`src/verilog/stsb_defines.svh`:
```
`ifndef STSB_DEFINES_SVH
`define STSB_DEFINES_SVH
// register addresses (7-bit serial address)
`define STSB_ADDR_SUPPLY 7'h41
`define STSB_ADDR_THERMAL 7'h42
`define STSB_ADDR_DEVICE 7'h43
// supply register bits
`define STSB_SUP_POR 7
`define STSB_SUP_HS_UV 6
`define STSB_SUP_HS_OV 5
`define STSB_SUP_R2_OT 4
`define STSB_SUP_R2_UV 3
`define STSB_SUP_SHORT 2
`define STSB_SUP_UV_FS 1
`define STSB_SUP_UV 0
// thermal register bits
`define STSB_THM_THERMAL_SHUTDOWN_LEVEL_TWO 2
`define STSB_THM_THERMAL_SHUTDOWN_LEVEL_ONE 1
`define STSB_THM_TPW 0
// device register bits
`define STSB_DEV_HIST_HI 7
`define STSB_DEV_HIST_LO 6
`define STSB_DEV_WD_HI 3
`define STSB_DEV_WD_LO 2
`define STSB_DEV_INVALID 1
`define STSB_DEV_FAILURE 0
// reset values
`define STSB_SUP_POR_VAL 8'h80
`define STSB_SUP_SOFT_VAL 8'h00
`define STSB_THM_RST_VAL 3'h0
`define STSB_HIST_NONE 2'h0
`define STSB_HIST_FAIL 2'h1
`define STSB_HIST_SLEEP 2'h2
// watchdog failure counts at fail-output activation
`define STSB_WD_LIMIT_ONE 2'h1
`define STSB_WD_LIMIT_TWO 2'h2
// timing
`define STSB_SHORT_TIME_US 4000
`define STSB_CLK_MHZ 50
`endif

```
`src/verilog/stsb_pkg.sv`:
```
`default_nettype none
package stsb_pkg;
  typedef enum logic [2:0] {
    stsb_init, stsb_normal, stsb_stop, stsb_sleep, stsb_restart, stsb_failsafe
  } stsb_mode_type;
  typedef enum logic [1:0] {stsb_cfg1, stsb_cfg2, stsb_cfg3, stsb_cfg4} stsb_cfg_type;
endpackage
`default_nettype wire

```
`src/verilog/stsb_status_bank.sv`:
```
`timescale 1ns/1ps
`default_nettype none
`include "stsb_defines.svh"
module stsb_status_bank #(
  parameter int SHORT_CYCLES = `STSB_SHORT_TIME_US * `STSB_CLK_MHZ
) (
  // clock and reset
  input wire logic clk,
  input wire logic rst,
  // deframed serial command
  input wire logic cmd_valid,
  input wire logic [6:0] cmd_addr,
  input wire logic cmd_clear,
  input wire logic soft_rst,
  // mode and configuration
  input wire stsb_pkg::stsb_mode_type mode,
  input wire stsb_pkg::stsb_cfg_type cfg,
  input wire logic cfg_zero,
  input wire logic reset_output_released,
  input wire logic main_reg_on,
  input wire logic overvoltage_reset_option,
  // supply events
  input wire logic highside_supply_under_evt,
  input wire logic highside_supply_over_evt,
  input wire logic second_reg_overtemp_evt,
  input wire logic second_reg_under_evt,
  input wire logic main_reg_below_rst,
  input wire logic main_reg_under_evt,
  input wire logic main_reg_over_evt,
  input wire logic main_reg_under_failsafe_evt,
  // thermal events
  input wire logic thermal_shutdown_level_two,
  input wire logic thermal_shutdown_level_one,
  input wire logic thermal_prewarning_evt,
  // device events
  input wire logic illegal_sleep_evt,
  input wire logic sleep_no_wake_evt,
  input wire logic sleep_wake_pending_evt,
  input wire logic invalid_cmd_evt,
  input wire logic watchdog_failure_counter_evt,
  input wire logic wd_trig_ok,
  input wire logic wd_stopped,
  input wire logic failsafe_by_wd,
  // answers and requests
  output logic [7:0] rd_data,
  output logic rd_valid,
  output logic failsafe_req,
  output logic restart_req,
  output logic fail_output
);
  import stsb_pkg::*;

  localparam int SCW = $clog2(SHORT_CYCLES + 1);

  generate
    if (SHORT_CYCLES < 1) begin : g_bad_short
      $error("SHORT_CYCLES must be at least 1");
    end
  endgenerate

  logic [7:0] sup_reg, sup_next;
  logic [2:0] thm_reg, thm_next;
  logic [1:0] hist_reg, hist_next;
  logic inv_reg, inv_next;
  logic fail_reg, fail_next;
  logic [SCW-1:0] sc_cnt_reg, sc_cnt_next;
  logic ro_seen_reg, ro_seen_next;
  logic [7:0] rd_data_reg, rd_data_next;
  logic rd_valid_reg, rd_valid_next;
  logic fs_req_reg, fs_req_next;
  logic [1:0] wd_count;
  logic wd_act;
  logic clr_sup, clr_thm, clr_dev;
  logic sleep_off;
  logic short_on;
  logic uv_allowed;
  logic hist_fail;
  logic [7:0] sup_set;
  logic [7:0] dev_view;

  stsb_wd_counter u_wd (
    .clk(clk),
    .rst(rst),
    .soft_rst(soft_rst),
    .fail_evt(watchdog_failure_counter_evt),
    .trig_ok(wd_trig_ok),
    .wd_stopped(wd_stopped),
    .fs_due_wd(failsafe_by_wd),
    .cfg(cfg),
    .cfg_zero(cfg_zero),
    .watchdog_failure_counter(wd_count),
    .fail_act(wd_act),
    .restart(restart_req)
  );

  // command decode and event qualification
  always_comb begin
    clr_sup = cmd_valid && cmd_clear && cmd_addr == `STSB_ADDR_SUPPLY;
    clr_thm = cmd_valid && cmd_clear && cmd_addr == `STSB_ADDR_THERMAL;
    clr_dev = cmd_valid && cmd_clear && cmd_addr == `STSB_ADDR_DEVICE;
    sleep_off = (mode == stsb_sleep) && !main_reg_on;
    short_on = main_reg_on && main_reg_below_rst && sc_cnt_reg == SCW'(SHORT_CYCLES);
    uv_allowed = !sleep_off && (short_on || mode == stsb_normal || mode == stsb_stop ||
                                (mode == stsb_init && ro_seen_reg));
    sup_set = 8'h00;
    sup_set[`STSB_SUP_HS_UV] = highside_supply_under_evt;
    sup_set[`STSB_SUP_HS_OV] = highside_supply_over_evt;
    sup_set[`STSB_SUP_R2_OT] = second_reg_overtemp_evt;
    sup_set[`STSB_SUP_R2_UV] = second_reg_under_evt;
    sup_set[`STSB_SUP_SHORT] = short_on;
    sup_set[`STSB_SUP_UV_FS] = main_reg_under_failsafe_evt;
    sup_set[`STSB_SUP_UV] = main_reg_under_evt && uv_allowed;
    hist_fail = watchdog_failure_counter_evt || thermal_shutdown_level_two || main_reg_under_evt ||
                (main_reg_over_evt && overvoltage_reset_option) ||
                illegal_sleep_evt || sleep_no_wake_evt;
    dev_view = {hist_reg, 2'h0, wd_count, inv_reg, fail_reg};
  end

  // short timer, counts only while the regulator is on and low
  always_comb begin
    sc_cnt_next = sc_cnt_reg;
    if (!main_reg_on || !main_reg_below_rst) begin
      sc_cnt_next = '0;
    end else if (sc_cnt_reg != SCW'(SHORT_CYCLES)) begin
      sc_cnt_next = sc_cnt_reg + SCW'(1);
    end
    // release is remembered so init mode may update the flag later
    ro_seen_next = ro_seen_reg || reset_output_released;
  end

  always_ff @(posedge clk or posedge rst) begin
    if (rst) begin
      sc_cnt_reg <= '0;
      ro_seen_reg <= 1'b0;
    end else begin
      sc_cnt_reg <= sc_cnt_next;
      ro_seen_reg <= ro_seen_next;
    end
  end

  // status registers: set terms are applied after the clear
  always_comb begin
    sup_next = (clr_sup ? 8'h00 : sup_reg) | sup_set;
    thm_next = (clr_thm ? `STSB_THM_RST_VAL : thm_reg) |
               {thermal_shutdown_level_two, thermal_shutdown_level_one, thermal_prewarning_evt};
    hist_next = clr_dev ? `STSB_HIST_NONE : hist_reg;
    if (hist_fail) begin
      hist_next = `STSB_HIST_FAIL;
    end else if (sleep_wake_pending_evt) begin
      hist_next = `STSB_HIST_SLEEP;
    end
    inv_next = (inv_reg && !clr_dev) || invalid_cmd_evt;
    fail_next = (fail_reg && !clr_dev) || wd_act;
    fs_req_next = thermal_shutdown_level_two;
    if (soft_rst) begin
      sup_next = `STSB_SUP_SOFT_VAL;
      thm_next = `STSB_THM_RST_VAL;
      hist_next = `STSB_HIST_NONE;
      inv_next = 1'b0;
      fail_next = 1'b0;
    end
  end

  always_ff @(posedge clk or posedge rst) begin
    if (rst) begin
      sup_reg <= `STSB_SUP_POR_VAL;
      thm_reg <= `STSB_THM_RST_VAL;
      hist_reg <= `STSB_HIST_NONE;
      inv_reg <= 1'b0;
      fail_reg <= 1'b0;
      fs_req_reg <= 1'b0;
    end else begin
      sup_reg <= sup_next;
      thm_reg <= thm_next;
      hist_reg <= hist_next;
      inv_reg <= inv_next;
      fail_reg <= fail_next;
      fs_req_reg <= fs_req_next;
    end
  end

  // read path: a clear command also returns the value before clearing
  always_comb begin
    rd_valid_next = cmd_valid;
    rd_data_next = rd_data_reg;
    if (cmd_valid) begin
      unique case (cmd_addr)
        `STSB_ADDR_SUPPLY: rd_data_next = sup_reg;
        `STSB_ADDR_THERMAL: rd_data_next = {5'h00, thm_reg};
        `STSB_ADDR_DEVICE: rd_data_next = dev_view;
        default: rd_data_next = 8'h00;
      endcase
    end
  end

  always_ff @(posedge clk or posedge rst) begin
    if (rst) begin
      rd_data_reg <= 8'h00;
      rd_valid_reg <= 1'b0;
    end else begin
      rd_data_reg <= rd_data_next;
      rd_valid_reg <= rd_valid_next;
    end
  end

  assign rd_data = rd_data_reg;
  assign rd_valid = rd_valid_reg;
  assign failsafe_req = fs_req_reg;
  assign fail_output = wd_act;
endmodule // stsb_status_bank
`default_nettype wire

```
`src/verilog/stsb_wd_counter.sv`:
```
`timescale 1ns/1ps
`default_nettype none
`include "stsb_defines.svh"
module stsb_wd_counter (
  // clock and reset
  input wire logic clk,
  input wire logic rst,
  input wire logic soft_rst,
  // watchdog events
  input wire logic fail_evt,
  input wire logic trig_ok,
  input wire logic wd_stopped,
  input wire logic fs_due_wd,
  // configuration
  input wire stsb_pkg::stsb_cfg_type cfg,
  input wire logic cfg_zero,
  // results
  output logic [1:0] watchdog_failure_counter,
  output logic fail_act,
  output logic restart
);
  import stsb_pkg::*;
  logic [1:0] cnt_reg, cnt_next;
  logic frozen_reg, frozen_next;
  logic act_reg, act_next;
  logic rst_reg, rst_next;
  logic [1:0] limit;
  logic [1:0] inc;

  always_comb begin
    limit = (cfg == stsb_cfg2) ? `STSB_WD_LIMIT_ONE : `STSB_WD_LIMIT_TWO;
    inc = cnt_reg + 2'h1;
    cnt_next = cnt_reg;
    frozen_next = frozen_reg;
    act_next = 1'b0;
    rst_next = 1'b0;
    if (trig_ok) begin
      cnt_next = 2'h0;
      frozen_next = 1'b0;
    end else if (wd_stopped && !fs_due_wd) begin
      cnt_next = 2'h0;
    end
    if (fail_evt) begin
      rst_next = 1'b1;
      // counter frozen in config 2 and 4
      if (!frozen_reg) begin
        cnt_next = (cnt_reg >= limit) ? limit : inc;
        if (cnt_next == limit) begin
          act_next = !(cfg_zero && cnt_next == 2'h1);
          frozen_next = (cfg == stsb_cfg2) || (cfg == stsb_cfg4);
        end
      end
    end
    if (soft_rst) begin
      cnt_next = 2'h0;
      frozen_next = 1'b0;
      act_next = 1'b0;
    end
  end

  always_ff @(posedge clk or posedge rst) begin
    if (rst) begin
      cnt_reg <= 2'h0;
      frozen_reg <= 1'b0;
      act_reg <= 1'b0;
      rst_reg <= 1'b0;
    end else begin
      cnt_reg <= cnt_next;
      frozen_reg <= frozen_next;
      act_reg <= act_next;
      rst_reg <= rst_next;
    end
  end

  assign watchdog_failure_counter = cnt_reg;
  assign fail_act = act_reg;
  assign restart = rst_reg;
endmodule // stsb_wd_counter
`default_nettype wire

```
`config.mk`:
```
export PLATFORM = sky130hd
export DESIGN_NAME = stsb_status_bank
export DESIGN_NICKNAME = d
export VERILOG_FILES = /design/src/verilog/stsb_pkg.sv /design/src/verilog/stsb_status_bank.sv /design/src/verilog/stsb_wd_counter.sv
export VERILOG_INCLUDE_DIRS = /design/src /design/src/verilog
export SDC_FILE = /design/constraint.sdc
export NUM_CORES = 1
export LEC_CHECK = 0
export BUFFER_PORTS_ARGS = -buffer_cell sky130_fd_sc_hd__buf_2
export CORE_MARGIN = 3
export CORE_UTILIZATION = 60
export CTS_BUF_LIST = sky130_fd_sc_hd__clkbuf_2 sky130_fd_sc_hd__clkbuf_4 sky130_fd_sc_hd__clkbuf_8
export DETAILED_ROUTE_END_ITERATION = 16
export PLACE_DENSITY = 0.87
export SETUP_SLACK_MARGIN = 0.4
export SLEW_MARGIN = 20
export SYNTH_ARGS = -nofsm -noshare
export SYNTH_HDL_FRONTEND = slang
export SYNTH_SLANG_ARGS = --single-unit
export TNS_END_PERCENT = 1
```
`constraint.sdc`:
```
create_clock -name clk -period 4.8 [get_ports clk]
set_input_delay 0 -clock clk [delete_from_list [all_inputs] [get_ports clk]]
set_output_delay 0 -clock clk [all_outputs]
set_load 0.01 [all_outputs]
```
Word-level counts from Yosys, hierarchy flattened --
Cells that the tools add are included. Widths: inputs -> output; s select.
Storage, ports and cells: register bits after elaboration 49, bits of input ports 40, output and inout bits 12, logic and storage cells 98
Operators by class: add/subtract/negate cells 2, order comparisons 1, equal/unequal tests 12, mux-type cells 30, bitwise gates (word level) 2, reductions and logical operators 37
Operators with widths (number):
- $mux 18 | 2
- $pmux 8 s3 | 1
- $mux 2 | 11
- $eq 7x7->1 const B | 3
- $add 18x1->18 const B | 1
- $eq 18x18->1 const B | 1
- $ne 18x18->1 const B | 1
- $mux 8 | 2
- $logic_and 1x1->1 | 15
- $logic_or 1x1->1 | 13
- $mux 1 | 12
- $or 8x7->8 | 1
- $eq 3x2->1 const B | 2
- $logic_not 1->1 | 6
- $mux 3 | 2
- $eq 2x1->1 const B | 2
- $reduce_bool 4->1 | 1
- $eq 3x1->1 const B | 1
- $logic_not 3->1 | 1
- $or 3x3->3 | 1
- $add 2x1->2 const B | 1
- $eq 2x2->1 | 1
- $eq 2x2->1 const B | 1
- $ge 2x2->1 | 1
- $reduce_bool 2->1 | 1

Depth between registers and ports, before layout --
depth after elaboration 11, depth in mapped cells 6, depth with buffers taken out 6

Cells and area by module --
Synthesis repeated with hierarchy kept, for this count alone.
Second synthesis, totals: cells, all modules 232, area, all modules 2383.5 µm²
By module, submodules not included:
- stsb_status_bank | instances 1, cells an instance 210, area each 2153.3 µm², sequential area each 1102.3 µm²
- stsb_wd_counter | instances 1, cells an instance 22, area each 230.2 µm², sequential area each 125.1 µm²

Worst setup path after synthesis --
No wires, ideal clock.
path type register -> register, start register sc_cnt_reg[0], end register sc_cnt_reg[2], setup time 0.065 ns, arrival time 1.484 ns, required time 4.735 ns, slack 3.251 ns, cell stages (with the launch flop) 7, buffers on the path 0, period minus slack after synthesis 1.549 ns, cells stage by stage dfrtp_1 -> inv_1 -> ha_1 -> and4b_1 -> and4_4 -> a2111oi_0 -> a31o_2
On the way: longest elaborated chain between the ends 3, elaborated cells on any way between the ends 5, those cells by class add/sub: 1; eq/ne: 1; mux: 2; reduce/logical: 1
Ends and longest elaborated chain:
- start: declaration | line stsb_status_bank.sv:66 | logic [SCW-1:0] sc_cnt_reg, sc_cnt_next;
- start signal: assignment | line stsb_status_bank.sv:136 | sc_cnt_reg <= sc_cnt_next;
- $add 18x1->18 | line stsb_status_bank.sv:125 | sc_cnt_next = sc_cnt_reg + SCW'(1);
- $mux 18 | line stsb_status_bank.sv:124 | end else if (sc_cnt_reg != SCW'(SHORT_CYCLES)) begin
- $mux 18 | line stsb_status_bank.sv:122 | if (!main_reg_on || !main_reg_below_rst) begin
Parallel ways exist; a longest one is shown, timed or not. The select of a mux whose other input is x is not followed. A chain may end at the register's enable or synchronous reset.

Worst setup path after layout --
start register sc_cnt_reg[0], end register sup_reg[0]
On the way: longest elaborated chain between the ends 9
Ends and longest elaborated chain:
- $eq 18x18->1 | line stsb_status_bank.sv:102 | short_on = main_reg_on && main_reg_below_rst && sc_cnt_reg == SCW'(SHORT_CYCLES);
- $logic_and 1x1->1 | line stsb_status_bank.sv:102
- $logic_or 1x1->1 (3 in series) | line stsb_status_bank.sv:103 | uv_allowed = !sleep_off && (short_on || mode == stsb_normal || mode == stsb_stop ||
- $logic_and 1x1->1 | line stsb_status_bank.sv:103
- $logic_and 1x1->1 | line stsb_status_bank.sv:112 | sup_set[`STSB_SUP_UV] = main_reg_under_evt && uv_allowed;
- $or 8x7->8 | line stsb_status_bank.sv:143 | sup_next = (clr_sup ? 8'h00 : sup_reg) | sup_set;
- $mux 8 | line stsb_status_bank.sv:155 | if (soft_rst) begin
- named net sup_next[0] | line stsb_status_bank.sv:61 | logic [7:0] sup_reg, sup_next;
- end signal: assignment | line stsb_status_bank.sv:166 | sup_reg <= `STSB_SUP_POR_VAL;
- end signal: assignment | line stsb_status_bank.sv:173 | sup_reg <= sup_next;
- end: declaration | line stsb_status_bank.sv:61
The timed path passes the listed nets, and every way through them passes these cells.

==> summary.txt <==
Yosys
  – Register area share after synthesis: 0.5306
  – Syn Area/Cell: 10.37 sq um
  – Synthesized area: 2313 sq um
  – FF+latch count, synth: 49
  – Unique masters post-synth: 47
  – Simple-gate share of the synthesized area: 0.2336
  – Synthesized Nets: 265
  – Synth Area in Adders: 0.01082
  – Compound-Gate Fraction of Synth Area: 0.1239
  – Xor/xnor share of the synthesized area: 0.04164
  – Syn Inst Count: 223
  – Mux cell area share after synthesis: 0.03191
  – Combinational family with the most area after synthesis: simple AND/OR/NAND/NOR gates
  – Synth Warn #: 0

Setup path
  – CP Capture Type: flop
  – R2R Path End: sup_reg[0]
  – Startpoint class of the critical path: flop
  – Worst Path Required: 5.02 ns
  – Worst Reg-to-Reg Cells: 6
  – Arr. time, crit path: 1.91 ns
  – Crit-path max FO: 4
  – Worst R2R Start: sc_cnt_reg[0]
  – FF-to-FF setup slack: 3.11 ns
  – WS Path Type: reg -> reg

Routing
  – Metal3 WL: 403 um
  – Vias per cell: 6.047
  – M1 WL: 2247 um
  – Drt wl/cell: 16.44 um
  – DR iter-0 viols: approximately 190
  – Final WL: 5572 um
  – WL met2: 2805 um
  – Post-route DRC: 0
  – Post-route ant nets: 0
  – Top sig layer: met4
  – DR pass1 iterations: 4
  – Vias: ~2100

STA
  – Fmax: between 500 and 600 MHz
  – Clk_skew: 0.008258 ns
  – Slew HR: 0.4497
  – Minimum clock period after layout: 1.687 ns
  – Setup violations, final: 0
  – Sum Neg Setup Slack: 0 ns
  – Slew @ Worst Pin: 0.8254 ns
  – Slew Limit Fails: 0
  – Period utilization: 0.3515
  – Final hold vios: 0
  – RSZ-0062 raised after global routing: no

Place
  – Post-DP HPWL: 3743 um
  – Port bufs: 51
  – Dpl cell area: approximately 2600 sq um
  – Gpl congestion: ~0.81

Clock network
  – Num CTS Buffers: 5
  – Setup Fix Bufs, Post-CTS: 0
  – TritonCTS clock tree: built
  – CTS resizes: 0
  – Clk_lat worst skew: 0.29 ns
  – H-tree levels: 2
  – Clock Sinks: 49
  – Max Root-Sink Buffers: 2
  – CTS root buffer: clkbuf_8
  – CTS Hold Bufs: 16
  – Clock transition at path regs: 0.09 ns

Layout
  – P&R area growth vs syn: 23.74%
  – Sequential cell area: 1227 sq um
  – Area of the multi-input gates: around 1000 sq um
  – Diode count: 0
  – Fillers: 237
  – Post-route cell area: between 2000 and 3000 sq um
  – Commonest non-fill, non-tap cell in the layout: buf_2
  – Commonest non-fill, non-tap cells in the layout: buf_2 (51), dfrtp_1 (48), nor2_1 (28), a21oi_1 (19), dlygate4sd3_1 (16)
  – Layout cells sized above 1: 0.2560
  – Number of flip-flops in the largest register: 18
  – # nets final: 334

Floorplan
  – Die area: 4637 sq um
  – Initial core utilization: 0.6571
  – Core area: 3521 sq um
  – Chip height: approximately 70 um
  – FP Rows: 21
  – Num ports: 52
  – Die W: around 68 um

Global route
  – First-pass GRT wire length: 9315 um
  – Initial antenna violation count: 0
  – Vias in the first global route: 2069
  – Overall global routing resource usage: 0.2745
  – GRT overflow: 0
  – Largest net degree at the start of global routing: 50

Pwr
  – Pleak: between 1 and 1.5 nW
  – PD cells: 268.2 nW/um^2
  – Worst vdd ir: 0.0002439 V

Worst hold path
  – Hold Crit Class: in -> reg
  – Min-delay src: sleep_no_wake_evt
  – WHS Endpoint: hist_reg[1]
  – Hold path cells: 4

Status
  – Status: complete, no violations

Job
  – Max Cap Violations: 0
==> metrics by stage <==
step	hold slack, ns	power (W)	setup slack (ns)	std cells	util
2_1_floorplan	0.03143	0.0004717	3.251	223	-
3_3_place_gp	0.1454	0.0004998	3.201	315	0.7385
3_5_place_dp	0.1502	0.0005029	3.145	315	0.7385
4_1_cts	0.001969	0.0007703	3.114	339	0.8127
5_1_grt	0.01237	0.0007964	3.015	339	0.8131
6_report	0.009889	0.0007677	3.113	339	0.8131
==> worst max-delay path by stage <==
stage	from	endpoint	slack, ns	cells after the start
floorplan	sc_cnt_reg[0]	sc_cnt_reg[2]	3.25	6
CTS	sc_cnt_reg[0]	sup_reg[0]	3.11	6
finish	sc_cnt_reg[0]	sup_reg[0]	3.11	6
global placement	sc_cnt_reg[0]	sc_cnt_reg[2]	3.20	6
detailed placement	sc_cnt_reg[0]	sc_cnt_reg[2]	3.14	6
global route	sc_cnt_reg[0]	sc_cnt_reg[2]	3.01	6
==> where the power goes <==
part | total, W | leakage, nW | switching (W) | internal (W)
clock network | 0.000261 | 0.0542 | 0.000131 | 0.000130
logic | 0.0000763 | 0.575 | 0.0000412 | 0.0000351
registers | 0.000430 | 0.649 | 0.00000678 | 0.000423
==> final cells by class <==
type / instances / share of cell area
Tap cell: 46 / 0.02010
Timing Repair Buffer: 67 / 0.1451
Clock inverter: 1 / 0.001748
Clock buffer: 7 / 0.03365
Multi-Input combinational cell: 159 / 0.3571
Inverter: 10 / 0.01355
Sequential cell: 49 / 0.4288
==> metal layers <==
layer / GRT usage / vias up
li1: - / 943
met2: 0.4705 / 86
met5: 0 / -
met3: 0.06076 / 15
met1: 0.3373 / 1006
met4: 0.1042 / 0
==> logic make-up after synthesis <==
group / Yosys count
mux: 7
fa+ha+maj: 2
simple gates: 95
xor+xnor: 11
compound gates: 44
flops: 49
buf+inv: 15
==> cells in the mapped netlist, drive strengths merged <==
master / number / share of area
a2111oi: 2 / 0.0076
a211oi: 1 / 0.0032
a21oi: 19 / 0.041
a22o: 2 / 0.0076
a22oi: 3 / 0.0097
a31o: 1 / 0.0038
a31oi: 1 / 0.0027
a32oi: 2 / 0.0076
and2: 2 / 0.0054
and3b: 2 / 0.0076
and4: 3 / 0.012
and4b: 1 / 0.0043
and4bb: 1 / 0.0054
buf: 1 / 0.0049
clkbuf: 4 / 0.0065
dfrtp: 48 / 0.52
dfstp: 1 / 0.011
ha: 2 / 0.011
inv: 10 / 0.016
mux2: 3 / 0.015
mux2i: 4 / 0.017
nand2: 10 / 0.016
nand2b: 3 / 0.0081
nand3: 10 / 0.024
nand3b: 3 / 0.0097
nand4: 5 / 0.016
nor2: 28 / 0.045
nor2b: 4 / 0.011
nor3: 10 / 0.024
nor4: 6 / 0.022
nor4b: 1 / 0.0038
o21ai: 5 / 0.011
o2bb2ai: 6 / 0.023
o31ai: 1 / 0.0032
o41ai: 1 / 0.0038
or2: 1 / 0.0027
or3: 3 / 0.0092
or3b: 1 / 0.0038
or4: 1 / 0.0032
xnor2: 8 / 0.030
xor2: 3 / 0.011
==> critical path: stages (launching register included) <==
cell and delay [ns]:
dfrtp_1 0.43, inv_1 0.10, ha_1 0.14, and4b_1 0.20
nand4_1 0.15, or4_1 0.49, nand3_1 0.10
Power figures use the tool's default switching activity.
